$ cat src/verilog/sbefu_pkg.sv
`default_nettype none
package sbefu_pkg;
	localparam int AW = 8;
	localparam int DW = 32;
	localparam int N_CTX = 4;
	localparam int TMR_W = 12;

	localparam logic [AW-1:0] OFS_HC_CTRL   = 8'h50;
	localparam logic [AW-1:0] OFS_EVT_SET   = 8'h80;
	localparam logic [AW-1:0] OFS_EVT_CLR   = 8'h84;
	localparam logic [AW-1:0] OFS_MSK_SET   = 8'h88;
	localparam logic [AW-1:0] OFS_MSK_CLR   = 8'h8C;
	localparam logic [AW-1:0] OFS_LINK_CTRL = 8'hE0;
	localparam logic [AW-1:0] OFS_PHY_CTRL  = 8'hEC;
	localparam logic [AW-1:0] OFS_CYC_TIMER = 8'hF0;
	localparam logic [AW-1:0] OFS_GP_CTRL   = 8'hFC;

	localparam int BIT_GP    = 30;
	localparam int BIT_SW    = 29;
	localparam int BIT_LATE  = 27;
	localparam int BIT_PHY   = 26;
	localparam int BIT_OVR   = 25;
	localparam int BIT_FATAL = 24;
	localparam int BIT_MISM  = 23;
	localparam int BIT_LOST  = 22;
	localparam int BIT_ROLL  = 21;
	localparam int BIT_TICK  = 20;

	localparam logic [DW-1:0] EVT_IMPL  = 32'h6FF0_0000;
	localparam logic [DW-1:0] EDGE_BITS = 32'h4D00_0000;

	localparam int BIT_LATE_EN = 29;
	localparam int BIT_MASTER  = 21;
	localparam int BIT_GPB_EN  = 31;
	localparam int BIT_GPA_EN  = 23;
	localparam int PHY_LO      = 16;
	localparam int SEC_HI      = 31;
	localparam int CNT_LO      = 12;

	localparam logic          RST_BIT   = 1'b0;
	localparam logic          RST_READY = 1'b1;
	localparam logic [DW-1:0] RST_WORD  = 32'h0000_0000;
	localparam logic [1:0]    RESP_OKAY   = 2'h0;
	localparam logic [1:0]    RESP_SLVERR = 2'h2;

	localparam int CYC_LIMIT_NS  = 125000;
	localparam int CLK_NS        = 40;
	localparam int CYC_LIMIT_CYC = (CYC_LIMIT_NS + CLK_NS - 1) / CLK_NS;
endpackage : sbefu_pkg
`default_nettype wire

$ cat src/verilog/sbefu_flag.sv
`timescale 1ns/1ps
`default_nettype none
module sbefu_flag #(
	parameter bit USE_EDGE = 1'b1
) (
	input  wire logic mclk,
	input  wire logic reset_n,
	input  wire logic src,
	input  wire logic swSet,
	input  wire logic swClr,
	output logic      flag
);
	import sbefu_pkg::*;

	logic srcPrev_ff;
	logic flag_ff;

	wire hwSet    = USE_EDGE ? (src & ~srcPrev_ff) : src;
	// Set beats a clear landing in the same cycle
	wire nxt_flag = hwSet | swSet | (flag_ff & ~swClr);

	always_ff @(posedge mclk or negedge reset_n) begin
		if (!reset_n) begin
			srcPrev_ff <= RST_BIT;
			flag_ff    <= RST_BIT;
		end else begin
			srcPrev_ff <= src;
			flag_ff    <= nxt_flag;
		end
	end

	assign flag = flag_ff;
endmodule : sbefu_flag
`default_nettype wire

$ cat src/verilog/sbefu_overrun_timer.sv
`timescale 1ns/1ps
`default_nettype none
module sbefu_overrun_timer (
	input  wire logic mclk,
	input  wire logic reset_n,
	input  wire logic masterOn,
	input  wire logic txStart,
	input  wire logic gapEnd,
	output logic      overrun
);
	import sbefu_pkg::*;

	logic [TMR_W-1:0] cnt_ff;
	logic             run_ff;
	logic             ovr_ff;

	wire atLimit = cnt_ff == TMR_W'(CYC_LIMIT_CYC);
	// Limit reached and the gap still not over: strictly more than the period
	wire nxt_ovr = masterOn & run_ff & ~txStart & ~gapEnd & atLimit;

	always_ff @(posedge mclk or negedge reset_n) begin
		if (!reset_n) begin
			cnt_ff <= '0;
			run_ff <= RST_BIT;
			ovr_ff <= RST_BIT;
		end else begin
			ovr_ff <= nxt_ovr;
			if (!masterOn || nxt_ovr) begin
				run_ff <= 1'b0;
			end else if (txStart) begin
				run_ff <= 1'b1;
				cnt_ff <= '0;
			end else if (gapEnd) begin
				run_ff <= 1'b0;
			end else if (run_ff) begin
				cnt_ff <= cnt_ff + 1'b1;
			end
		end
	end

	assign overrun = ovr_ff;
endmodule : sbefu_overrun_timer
`default_nettype wire

$ cat src/verilog/sbefu_top.sv
`timescale 1ns/1ps
`default_nettype none
// Notes on behaviour
// - Event bits 31 and 28 always read zero; writes to them do nothing.
// - Bit 30 sets when an enabled general-purpose interrupt input rises.
// - Bit 29 is software-only, changed solely by set and clear writes.
// - With late-ack enable, bit 27 sets on FIFO data, busy responder or tardy ack.
// - Bit 26 sets on a PHY register byte, readable in PHY control bits 23-16.
// - While cycle master, bit 25 sets if a cycle exceeds 125 us.
// - A cycle overrun clears the cycle master bit automatically.
// - Bit 24 sets on any error halting a subunit, e.g. dead DMA context.
// - While bit 24 is set, offending contexts have normal events blocked.
// - Bit 23 sets when received cycle start time differs from local timer.
// - Bit 22 sets when no cycle start occurs between two cycle ticks.
// - Bit 22 may set early when arbitration reset gap follows tick without start.
// - Bit 21 sets whenever the seventh seconds bit changes.
// - Bit 20 sets whenever the cycle count low bit toggles.
// - Bits 30, 27, 26 and 24 set on source rise, the others while their source is high, or on a set write; only a clear write clears them.
// - Reading the clear port returns event bits ANDed with the mask.
module sbefu_top (
	input  wire logic                    mclk,
	input  wire logic                    reset_n,
	input  wire logic [sbefu_pkg::AW-1:0] s_axi_awaddr,
	input  wire logic                    s_axi_awvalid,
	output logic                         s_axi_awready,
	input  wire logic [sbefu_pkg::DW-1:0] s_axi_wdata,
	input  wire logic [3:0]              s_axi_wstrb,
	input  wire logic                    s_axi_wvalid,
	output logic                         s_axi_wready,
	output logic [1:0]                   s_axi_bresp,
	output logic                         s_axi_bvalid,
	input  wire logic                    s_axi_bready,
	input  wire logic [sbefu_pkg::AW-1:0] s_axi_araddr,
	input  wire logic                    s_axi_arvalid,
	output logic                         s_axi_arready,
	output logic [sbefu_pkg::DW-1:0]     s_axi_rdata,
	output logic [1:0]                   s_axi_rresp,
	output logic                         s_axi_rvalid,
	input  wire logic                    s_axi_rready,
	input  wire logic                    gpIrqA,
	input  wire logic                    gpIrqB,
	input  wire logic                    rxFifoPending,
	input  wire logic                    physRespBusy,
	input  wire logic                    tardyAckSent,
	input  wire logic                    phyByteValid,
	input  wire logic [7:0]              phyByte,
	input  wire logic                    cycleStartTxBegin,
	input  wire logic                    subactionGapEnd,
	input  wire logic                    cycleStartSent,
	input  wire logic                    cycleStartRcvd,
	input  wire logic [sbefu_pkg::DW-1:0] rxCycleTime,
	input  wire logic [sbefu_pkg::DW-1:0] localCycleTime,
	input  wire logic                    arbResetGap,
	input  wire logic [sbefu_pkg::N_CTX-1:0] ctxDead,
	output logic [sbefu_pkg::N_CTX-1:0]  ctxEventBlock,
	output logic                         cycleMasterOn,
	output logic                         irq
);
	import sbefu_pkg::*;

	logic             awReady_ff, wReady_ff, bValid_ff, awHeld_ff, wHeld_ff;
	logic [AW-1:0]    awAddr_ff;
	logic [DW-1:0]    wData_ff;
	logic [3:0]       wStrb_ff;
	logic [1:0]       bResp_ff;
	logic             arReady_ff, rValid_ff;
	logic [DW-1:0]    rData_ff;
	logic [1:0]       rResp_ff;
	logic [DW-1:0]    mask_ff;
	logic             lateAckEn_ff, master_ff, gpAEn_ff, gpBEn_ff;
	logic [7:0]       phyData_ff;
	logic             secB6Prev_ff, cntLsbPrev_ff;
	logic             sawStart_ff, armed_ff, afterTick_ff;
	logic [N_CTX-1:0] offendCtx_ff, ctxBlock_ff;
	logic             irq_ff;
	wire  [DW-1:0]    evtFlags;
	wire  [DW-1:0]    srcVec;
	wire              ovrPulse;

	// Write channel: address and data may arrive in either order
	wire awTake = s_axi_awvalid & awReady_ff;
	wire wTake  = s_axi_wvalid & wReady_ff;
	wire wrFire = awHeld_ff & wHeld_ff & ~bValid_ff;
	wire bDone  = bValid_ff & s_axi_bready;

	wire wSelSet  = awAddr_ff == OFS_EVT_SET;
	wire wSelClr  = awAddr_ff == OFS_EVT_CLR;
	wire wSelMSet = awAddr_ff == OFS_MSK_SET;
	wire wSelMClr = awAddr_ff == OFS_MSK_CLR;
	wire wSelHc   = awAddr_ff == OFS_HC_CTRL;
	wire wSelLink = awAddr_ff == OFS_LINK_CTRL;
	wire wSelGp   = awAddr_ff == OFS_GP_CTRL;
	// Read-only words accept writes silently
	wire wrHit = wSelSet | wSelClr | wSelMSet | wSelMClr | wSelHc | wSelLink | wSelGp
		| (awAddr_ff == OFS_PHY_CTRL) | (awAddr_ff == OFS_CYC_TIMER);

	wire [DW-1:0] wMask = {{8{wStrb_ff[3]}}, {8{wStrb_ff[2]}}, {8{wStrb_ff[1]}}, {8{wStrb_ff[0]}}};
	wire [DW-1:0] wVal  = wData_ff & wMask;
	wire [DW-1:0] swSet = {DW{wrFire & wSelSet}} & wVal & EVT_IMPL;
	wire [DW-1:0] swClr = {DW{wrFire & wSelClr}} & wVal & EVT_IMPL;
	wire [DW-1:0] mSet  = {DW{wrFire & wSelMSet}} & wVal & EVT_IMPL;
	wire [DW-1:0] mClr  = {DW{wrFire & wSelMClr}} & wVal & EVT_IMPL;

	always_ff @(posedge mclk or negedge reset_n) begin
		if (!reset_n) begin
			awReady_ff <= RST_READY;
			wReady_ff  <= RST_READY;
			awHeld_ff  <= RST_BIT;
			wHeld_ff   <= RST_BIT;
			bValid_ff  <= RST_BIT;
			bResp_ff   <= RESP_OKAY;
			awAddr_ff  <= '0;
			wData_ff   <= RST_WORD;
			wStrb_ff   <= '0;
		end else begin
			awReady_ff <= bDone | (awReady_ff & ~awTake);
			wReady_ff  <= bDone | (wReady_ff & ~wTake);
			awHeld_ff  <= awTake | (awHeld_ff & ~wrFire);
			wHeld_ff   <= wTake | (wHeld_ff & ~wrFire);
			bValid_ff  <= wrFire | (bValid_ff & ~bDone);
			if (wrFire)
				bResp_ff <= wrHit ? RESP_OKAY : RESP_SLVERR;
			if (awTake)
				awAddr_ff <= s_axi_awaddr;
			if (wTake) begin
				wData_ff <= s_axi_wdata;
				wStrb_ff <= s_axi_wstrb;
			end
		end
	end

	// Control words
	always_ff @(posedge mclk or negedge reset_n) begin
		if (!reset_n) begin
			mask_ff      <= RST_WORD;
			lateAckEn_ff <= RST_BIT;
			master_ff    <= RST_BIT;
			gpAEn_ff     <= RST_BIT;
			gpBEn_ff     <= RST_BIT;
			phyData_ff   <= '0;
		end else begin
			mask_ff <= (mask_ff | mSet) & ~mClr;
			if (wrFire && wSelHc && wMask[BIT_LATE_EN])
				lateAckEn_ff <= wData_ff[BIT_LATE_EN];
			// Hardware clear outranks a simultaneous software write
			if (ovrPulse)
				master_ff <= 1'b0;
			else if (wrFire && wSelLink && wMask[BIT_MASTER])
				master_ff <= wData_ff[BIT_MASTER];
			if (wrFire && wSelGp && wMask[BIT_GPA_EN])
				gpAEn_ff <= wData_ff[BIT_GPA_EN];
			if (wrFire && wSelGp && wMask[BIT_GPB_EN])
				gpBEn_ff <= wData_ff[BIT_GPB_EN];
			if (phyByteValid)
				phyData_ff <= phyByte;
		end
	end

	// Read channel
	wire arTake = s_axi_arvalid & arReady_ff;
	wire rDone  = rValid_ff & s_axi_rready;

	wire rSelSet  = s_axi_araddr == OFS_EVT_SET;
	wire rSelClr  = s_axi_araddr == OFS_EVT_CLR;
	wire rSelMask = (s_axi_araddr == OFS_MSK_SET) | (s_axi_araddr == OFS_MSK_CLR);
	wire rSelHc   = s_axi_araddr == OFS_HC_CTRL;
	wire rSelLink = s_axi_araddr == OFS_LINK_CTRL;
	wire rSelPhy  = s_axi_araddr == OFS_PHY_CTRL;
	wire rSelTime = s_axi_araddr == OFS_CYC_TIMER;
	wire rSelGp   = s_axi_araddr == OFS_GP_CTRL;
	wire rdHit = rSelSet | rSelClr | rSelMask | rSelHc | rSelLink | rSelPhy | rSelTime | rSelGp;

	wire [DW-1:0] hcWord   = DW'(lateAckEn_ff) << BIT_LATE_EN;
	wire [DW-1:0] linkWord = DW'(master_ff) << BIT_MASTER;
	wire [DW-1:0] phyWord  = DW'(phyData_ff) << PHY_LO;
	wire [DW-1:0] gpWord   = (DW'(gpBEn_ff) << BIT_GPB_EN) | (DW'(gpAEn_ff) << BIT_GPA_EN);
	wire [DW-1:0] rdMux =
		rSelSet  ? evtFlags :
		rSelClr  ? (evtFlags & mask_ff) :
		rSelMask ? mask_ff :
		rSelHc   ? hcWord :
		rSelLink ? linkWord :
		rSelPhy  ? phyWord :
		rSelTime ? localCycleTime :
		rSelGp   ? gpWord : RST_WORD;

	always_ff @(posedge mclk or negedge reset_n) begin
		if (!reset_n) begin
			arReady_ff <= RST_READY;
			rValid_ff  <= RST_BIT;
			rData_ff   <= RST_WORD;
			rResp_ff   <= RESP_OKAY;
		end else begin
			arReady_ff <= rDone | (arReady_ff & ~arTake);
			rValid_ff  <= arTake | (rValid_ff & ~rDone);
			if (arTake) begin
				rData_ff <= rdMux;
				rResp_ff <= rdHit ? RESP_OKAY : RESP_SLVERR;
			end
		end
	end

	// Event sources
	wire gpSrc     = (gpIrqA & gpAEn_ff) | (gpIrqB & gpBEn_ff);
	wire lateSrc   = lateAckEn_ff & (rxFifoPending | physRespBusy | tardyAckSent);
	wire fatalSrc  = |ctxDead;
	wire timeDiff  = rxCycleTime[SEC_HI:CNT_LO] != localCycleTime[SEC_HI:CNT_LO];
	wire mismPulse = cycleStartRcvd & timeDiff;
	wire rollPulse = localCycleTime[SEC_HI] ^ secB6Prev_ff;
	wire tickPulse = localCycleTime[CNT_LO] ^ cntLsbPrev_ff;
	wire cycStart  = cycleStartSent | cycleStartRcvd;
	// A start in the tick cycle belongs to the new period
	wire lostPulse = tickPulse & armed_ff & ~sawStart_ff;
	wire predPulse = afterTick_ff & arbResetGap & ~cycStart;
	wire lostSrc   = lostPulse | predPulse;

	assign srcVec = {1'b0, gpSrc, 1'b0, 1'b0, lateSrc, phyByteValid, ovrPulse, fatalSrc,
		mismPulse, lostSrc, rollPulse, tickPulse, 20'h0_0000};

	always_ff @(posedge mclk or negedge reset_n) begin
		if (!reset_n) begin
			secB6Prev_ff  <= RST_BIT;
			cntLsbPrev_ff <= RST_BIT;
			sawStart_ff   <= RST_BIT;
			armed_ff      <= RST_BIT;
			afterTick_ff  <= RST_BIT;
		end else begin
			secB6Prev_ff  <= localCycleTime[SEC_HI];
			cntLsbPrev_ff <= localCycleTime[CNT_LO];
			sawStart_ff   <= cycStart | (sawStart_ff & ~tickPulse);
			armed_ff      <= armed_ff | tickPulse;
			afterTick_ff  <= tickPulse | (afterTick_ff & ~cycStart & ~arbResetGap);
		end
	end

	sbefu_overrun_timer uOverrun (
		.mclk     (mclk),
		.reset_n  (reset_n),
		.masterOn (master_ff),
		.txStart  (cycleStartTxBegin),
		.gapEnd   (subactionGapEnd),
		.overrun  (ovrPulse)
	);

	genvar gi;
	generate
		for (gi = 0; gi < DW; gi++) begin : gFlag
			if (EVT_IMPL[gi]) begin : gOn
				sbefu_flag #(.USE_EDGE(EDGE_BITS[gi])) uFlag (
					.mclk    (mclk),
					.reset_n (reset_n),
					.src     (srcVec[gi]),
					.swSet   (swSet[gi]),
					.swClr   (swClr[gi]),
					.flag    (evtFlags[gi])
				);
			end else begin : gOff
				assign evtFlags[gi] = 1'b0;
			end
		end
	endgenerate

	// Offenders stay recorded until software clears the fatal flag
	always_ff @(posedge mclk or negedge reset_n) begin
		if (!reset_n) begin
			offendCtx_ff <= '0;
			ctxBlock_ff  <= '0;
			irq_ff       <= RST_BIT;
		end else begin
			offendCtx_ff <= evtFlags[BIT_FATAL] ? (offendCtx_ff | ctxDead) : ctxDead;
			ctxBlock_ff  <= {N_CTX{evtFlags[BIT_FATAL]}} & (offendCtx_ff | ctxDead);
			irq_ff       <= |(evtFlags & mask_ff);
		end
	end

	assign s_axi_awready = awReady_ff;
	assign s_axi_wready  = wReady_ff;
	assign s_axi_bvalid  = bValid_ff;
	assign s_axi_bresp   = bResp_ff;
	assign s_axi_arready = arReady_ff;
	assign s_axi_rvalid  = rValid_ff;
	assign s_axi_rdata   = rData_ff;
	assign s_axi_rresp   = rResp_ff;
	assign ctxEventBlock = ctxBlock_ff;
	assign cycleMasterOn = master_ff;
	assign irq           = irq_ff;

	wire [DW-1:0] maskedEvt = evtFlags & mask_ff;
	wire          anyPend   = |maskedEvt;
endmodule : sbefu_top
`default_nettype wire
$ cat config.mk
export PLATFORM = sky130hd
export DESIGN_NAME = sbefu_top
export DESIGN_NICKNAME = d
export VERILOG_FILES = /design/src/verilog/sbefu_pkg.sv /design/src/verilog/sbefu_flag.sv /design/src/verilog/sbefu_overrun_timer.sv /design/src/verilog/sbefu_top.sv
export SDC_FILE = /design/constraint.sdc
export NUM_CORES = 1
export LEC_CHECK = 0
export ABC_AREA = 1
export BUFFER_PORTS_ARGS = -buffer_cell sky130_fd_sc_hd__clkbuf_2
export CORE_MARGIN = 5
export CORE_UTILIZATION = 40
export CTS_CLUSTER_SIZE = 30
export DETAILED_ROUTE_END_ITERATION = 8
export PLACE_DENSITY = 0.71
export SYNTH_ARGS = -nofsm -noshare
export SYNTH_HDL_FRONTEND = slang
export SYNTH_SLANG_ARGS = --single-unit
$ cat constraint.sdc
create_clock -name mclk -period 1.38 [get_ports mclk]
set_clock_uncertainty 0.1 [all_clocks]
set_input_delay 0.138 -clock mclk [delete_from_list [all_inputs] [get_ports mclk]]
set_output_delay 0.138 -clock mclk [all_outputs]
set_load 0.005 [all_outputs]
==> key figures <==
GRT
  – Vias in the first global route: 6,202
  – First-pass GRT wire length: 31.2 mm
  – Gr usage total: 0.213
  – Initial antenna violation count: 0
  – Pin count of the biggest net entering global routing: 38
  – Total congestion overflow: 0

Timing
  – Final WS setup: -0.170 ns
  – Setup TNS: -4.21 ns
  – Fin crit share: 1.12
  – RSZ-0062 raised after global routing: true
  – Final Setup Violations: 38
  – Final Hold Fails: 1
  – FMAX: 645 MHz
  – Final Hold Slack: -0.0774 ns
  – Min cycle time layout: 1.55 ns
  – Slew Limit Fails: 0

Power
  – Worst vdd ir: 1.06 mV
  – Pwr Density: 1260 nW/um^2
  – Static leakage: 4.81 nW
  – Pwr Total: 12.3 mW
  – Switching Fraction: 0.296
  – Clock Power Share: 0.367
  – Combinational share of power: 0.253
  – NetSw: 3.62 mW
  – Int Power: 8.63 mW
  – Sequential power share: 0.380

Yosys
  – Post-synthesis sequential area ratio: 0.497
  – Simple-gate share of the synthesized area: 0.289
  – Adder-Cell Fraction of Synth Area: 0.00394
  – Number of synthesized register bits: 126
  – Ys Warns: 0
  – Area leader, netlist: dfrtp_1
  – Most common cell in the netlist: nand2_1
  – Share of the synthesized area in the top cell type: 0.484
  – Post-synth top cells: 191 x nand2_1, 123 x dfrtp_1, 77 x nor2_1
  – Post-Syn Instances: 756
  – Top FF cell, synth: dfrtp_1
  – Compound-Gate Fraction of Synth Area: 0.0917
  – Netlist cell types: 45
  – Avg Cell Area, Syn: 8.41 sq um
  – Synth top area cells: dfrtp_1 48%, nand2_1 11%, nor2_1 4.5%
  – Post-synthesis cell area: 6360 sq um
  – Asr flop ratio synth: 1.00
  – Mux cell area share after synthesis: 0.0230
  – EDFF count, synth: 0
  – Xor-xnor portion of the synthesized cell area: 0.0289
  – Main combinational cell family by area after synthesis: simple AND/OR/NAND/NOR gates

Clock tree
  – Clock buffer depth: 2
  – Clk slew on worst S/H paths: 0.05 ns
  – Clock root buffer: clkbuf_16
  – CTS sink count: 126
  – CTS tree: done
  – Post-CTS Hold Fix Bufs: 77
  – Clk_lat worst skew: 0.42 ns
  – CTS buffer count: 17
  – H-tree depth: 4

Layout
  – N_diodes: 0
  – Area Growth Syn to Fin: 53.2%
  – Final instance area: 9740 sq um
  – Final #Nets: 1,227
  – Fillers: 1,276
  – Util after Layout: 0.620
  – Share of cells above drive strength 1: 0.357

Die
  – Chip Width: 136 microns
  – Initial Util: 0.405
  – Die ar.: 18,500 sq um
  – Die height: 136 microns
  – Boundary Pins: 193
  – Site Rows: 46
  – Area of the core: 15,700 sq um

Worst setup path
  – Crit-path cells: nor2_2, nand2_2, nor2_4, nand2_2, o21ai_1, o21a_1, nand2_1
  – CP dominant cell by count: nand2_2
  – Worst Path Required: 1.59 ns
  – Setup slack, reg-to-reg: -0.17 ns
  – Family with the most delay on the worst path: simple AND/OR/NAND/NOR gates
  – Crit. End Element: flop
  – Worst R2R Path Depth: 7
  – FF-to-FF End: gFlag[23].gOn.uFlag.flag
  – Worst EP arrival: 1.76 ns
  – Slowest stage delay, CP: 0.39 ns
  – Critical-path top delay cell: dfrtp_1
  – WS Path Type: reg -> reg
  – CP Launch Type: flop
  – Crit path buffers/inverters: 0
  – Max FO, Critical Path: 5
  – Worst r2r src: awAddr_ff[6]

Run
  – Max-capacitance violation count: 0

Drt
  – Initial DRC Count: 337
  – Residual DRC: 0
  – Via density: 4.85
  – DR pass1 iterations: 5
  – WL final: 19.5 mm
  – Final antenna-violating net count: 0
  – Via count: 6,349
  – DR WL/cell: 14.9 microns

Outcome
  – Failing checks: hold timing, setup timing
  – Outcome: finished with violations

Placement
  – Placed Area: 7950 sq um
  – Final Wtd Congestion: 0.907
  – Number of I/O port buffers: 155
  – HPWL after DPL: 13.3 mm

Worst hold path
  – Hold_sp: subactionGapEnd
  – Hold depth: 4
  – Worst Hold Endpoint: uOverrun.overrun
  – Hold Crit Class: in -> reg
layout by cell type (no fill, tap or decap), types with 14 or more instances in the layout:
cell type | netlist | routed
nand3_1 | 50 | 46
a21oi_1 | 16 | 16
nor2_1 | 77 | 70
dlygate4sd3_1 | 0 | 76
buf_6 | 1 | 15
o21ai_1 | 22 | 37
inv_1 | 66 | 61
buf_4 | 3 | 70
nand3_2 | 14 | 15
dfrtp_1 | 123 | 121
clkbuf_16 | 0 | 17
nand2_1 | 191 | 183
o21ai_0 | 39 | 19
nand2_2 | 11 | 18
clkbuf_2 | 0 | 152
xnor2_1 | 14 | 14
nand4_1 | 18 | 18
layer usage:
| metal | vias to the layer above | GRT usage | wire length [microns] |
|---|---|---|---|
| met5 | - | 0 | 0 |
| met4 | 0 | 0.0560 | 329 |
| met3 | 29 | 0.0563 | 1410 |
| met2 | 224 | 0.359 | 9370 |
| met1 | 2978 | 0.273 | 8390 |
| li1 | 3118 | - | - |
cell type report:
cell class / instances / area [sq um] / area share
timing repair buffer: 324 / 2440 / 0.250
sequential: 126 / 3160 / 0.324
inverter: 73 / 288 / 0.0296
clock buffer: 20 / 447 / 0.0459
multi-input combinational: 537 / 2990 / 0.307
clock inverter: 12 / 144 / 0.0148
tap: 216 / 270 / 0.0278
metrics by stage:
step           worst slack (ns)  instances  hold slack (ns)
2_1_floorplan           -0.0460        757           -0.258
3_3_place_gp             -0.109       1183          -0.0581
3_5_place_dp             -0.173       1183          -0.0614
4_1_cts                  -0.116       1306          -0.0723
5_1_grt                  -0.301       1308          -0.0494
6_report                 -0.170       1308          -0.0774
worst max-delay path by stage:
stage | from | endpoint | slack [ns] | cells after the start
2_1_floorplan | uOverrun.cnt_ff[1] | uOverrun.cnt_ff[7] | -0.05 | 8
5_1_grt | awAddr_ff[6] | mask_ff[25] | -0.30 | 7
3_5_place_dp | uOverrun.cnt_ff[1] | uOverrun.cnt_ff[8] | -0.17 | 6
4_1_cts | s_axi_bvalid | gFlag[23].gOn.uFlag.flag | -0.12 | 7
6_report | awAddr_ff[6] | gFlag[23].gOn.uFlag.flag | -0.17 | 7
3_3_place_gp | awAddr_ff[4] | gFlag[23].gOn.uFlag.flag | -0.11 | 7
worst reg2reg max path: cells and delay by family (launching register included):
kind,cells,cell delay (ns)
AO/OA/AOI/OAI,2,0.27
flip-flops,1,0.39
AND/OR/NAND/NOR,5,0.68
sequential cells by signal, indices dropped and copies added (netlist names), 2 cells and up:
| register | cells |
|---|---|
| mask_ff | 10 |
| s_axi_rdata | 32 |
| wStrb_ff | 2 |
| offendCtx_ff | 4 |
| phyData_ff | 8 |
| gFlag.gOn.uFlag.srcPrev_ff | 4 |
| awAddr_ff | 8 |
| uOverrun.cnt_ff | 12 |
| gFlag.gOn.uFlag.flag | 10 |
| ctxEventBlock | 4 |
| wData_ff | 11 |
power groups by stage:
stage               combinational, mW  sequential, mW  clock, mW
CTS                              2.81            4.62       4.56
global route                     3.40            4.70       4.72
detailed placement               2.31            4.66          0
floorplan                        1.19            4.53          0
global placement                 2.27            4.63          0
finish                           3.11            4.65       4.49
repair_timing:
item	4_1_cts	5_1_grt
gates cloned	4	0
endpoints found under the hold margin	203	1
resized for setup	57	31
buffers inserted	10	5
setup endpoints to repair	38	48
pin swaps	8	12
cell families (layout without fill, tap and decap cells):
kind of cell | after synthesis | count (layout)
buf+inv | 96 | 429
xor+xnor | 21 | 21
compound gates | 102 | 102
simple gates | 395 | 397
mux | 13 | 13
fa+ha+maj | 2 | 2
flops | 126 | 126
other cells | 1 | 2
Power figures use the tool's default switching activity.
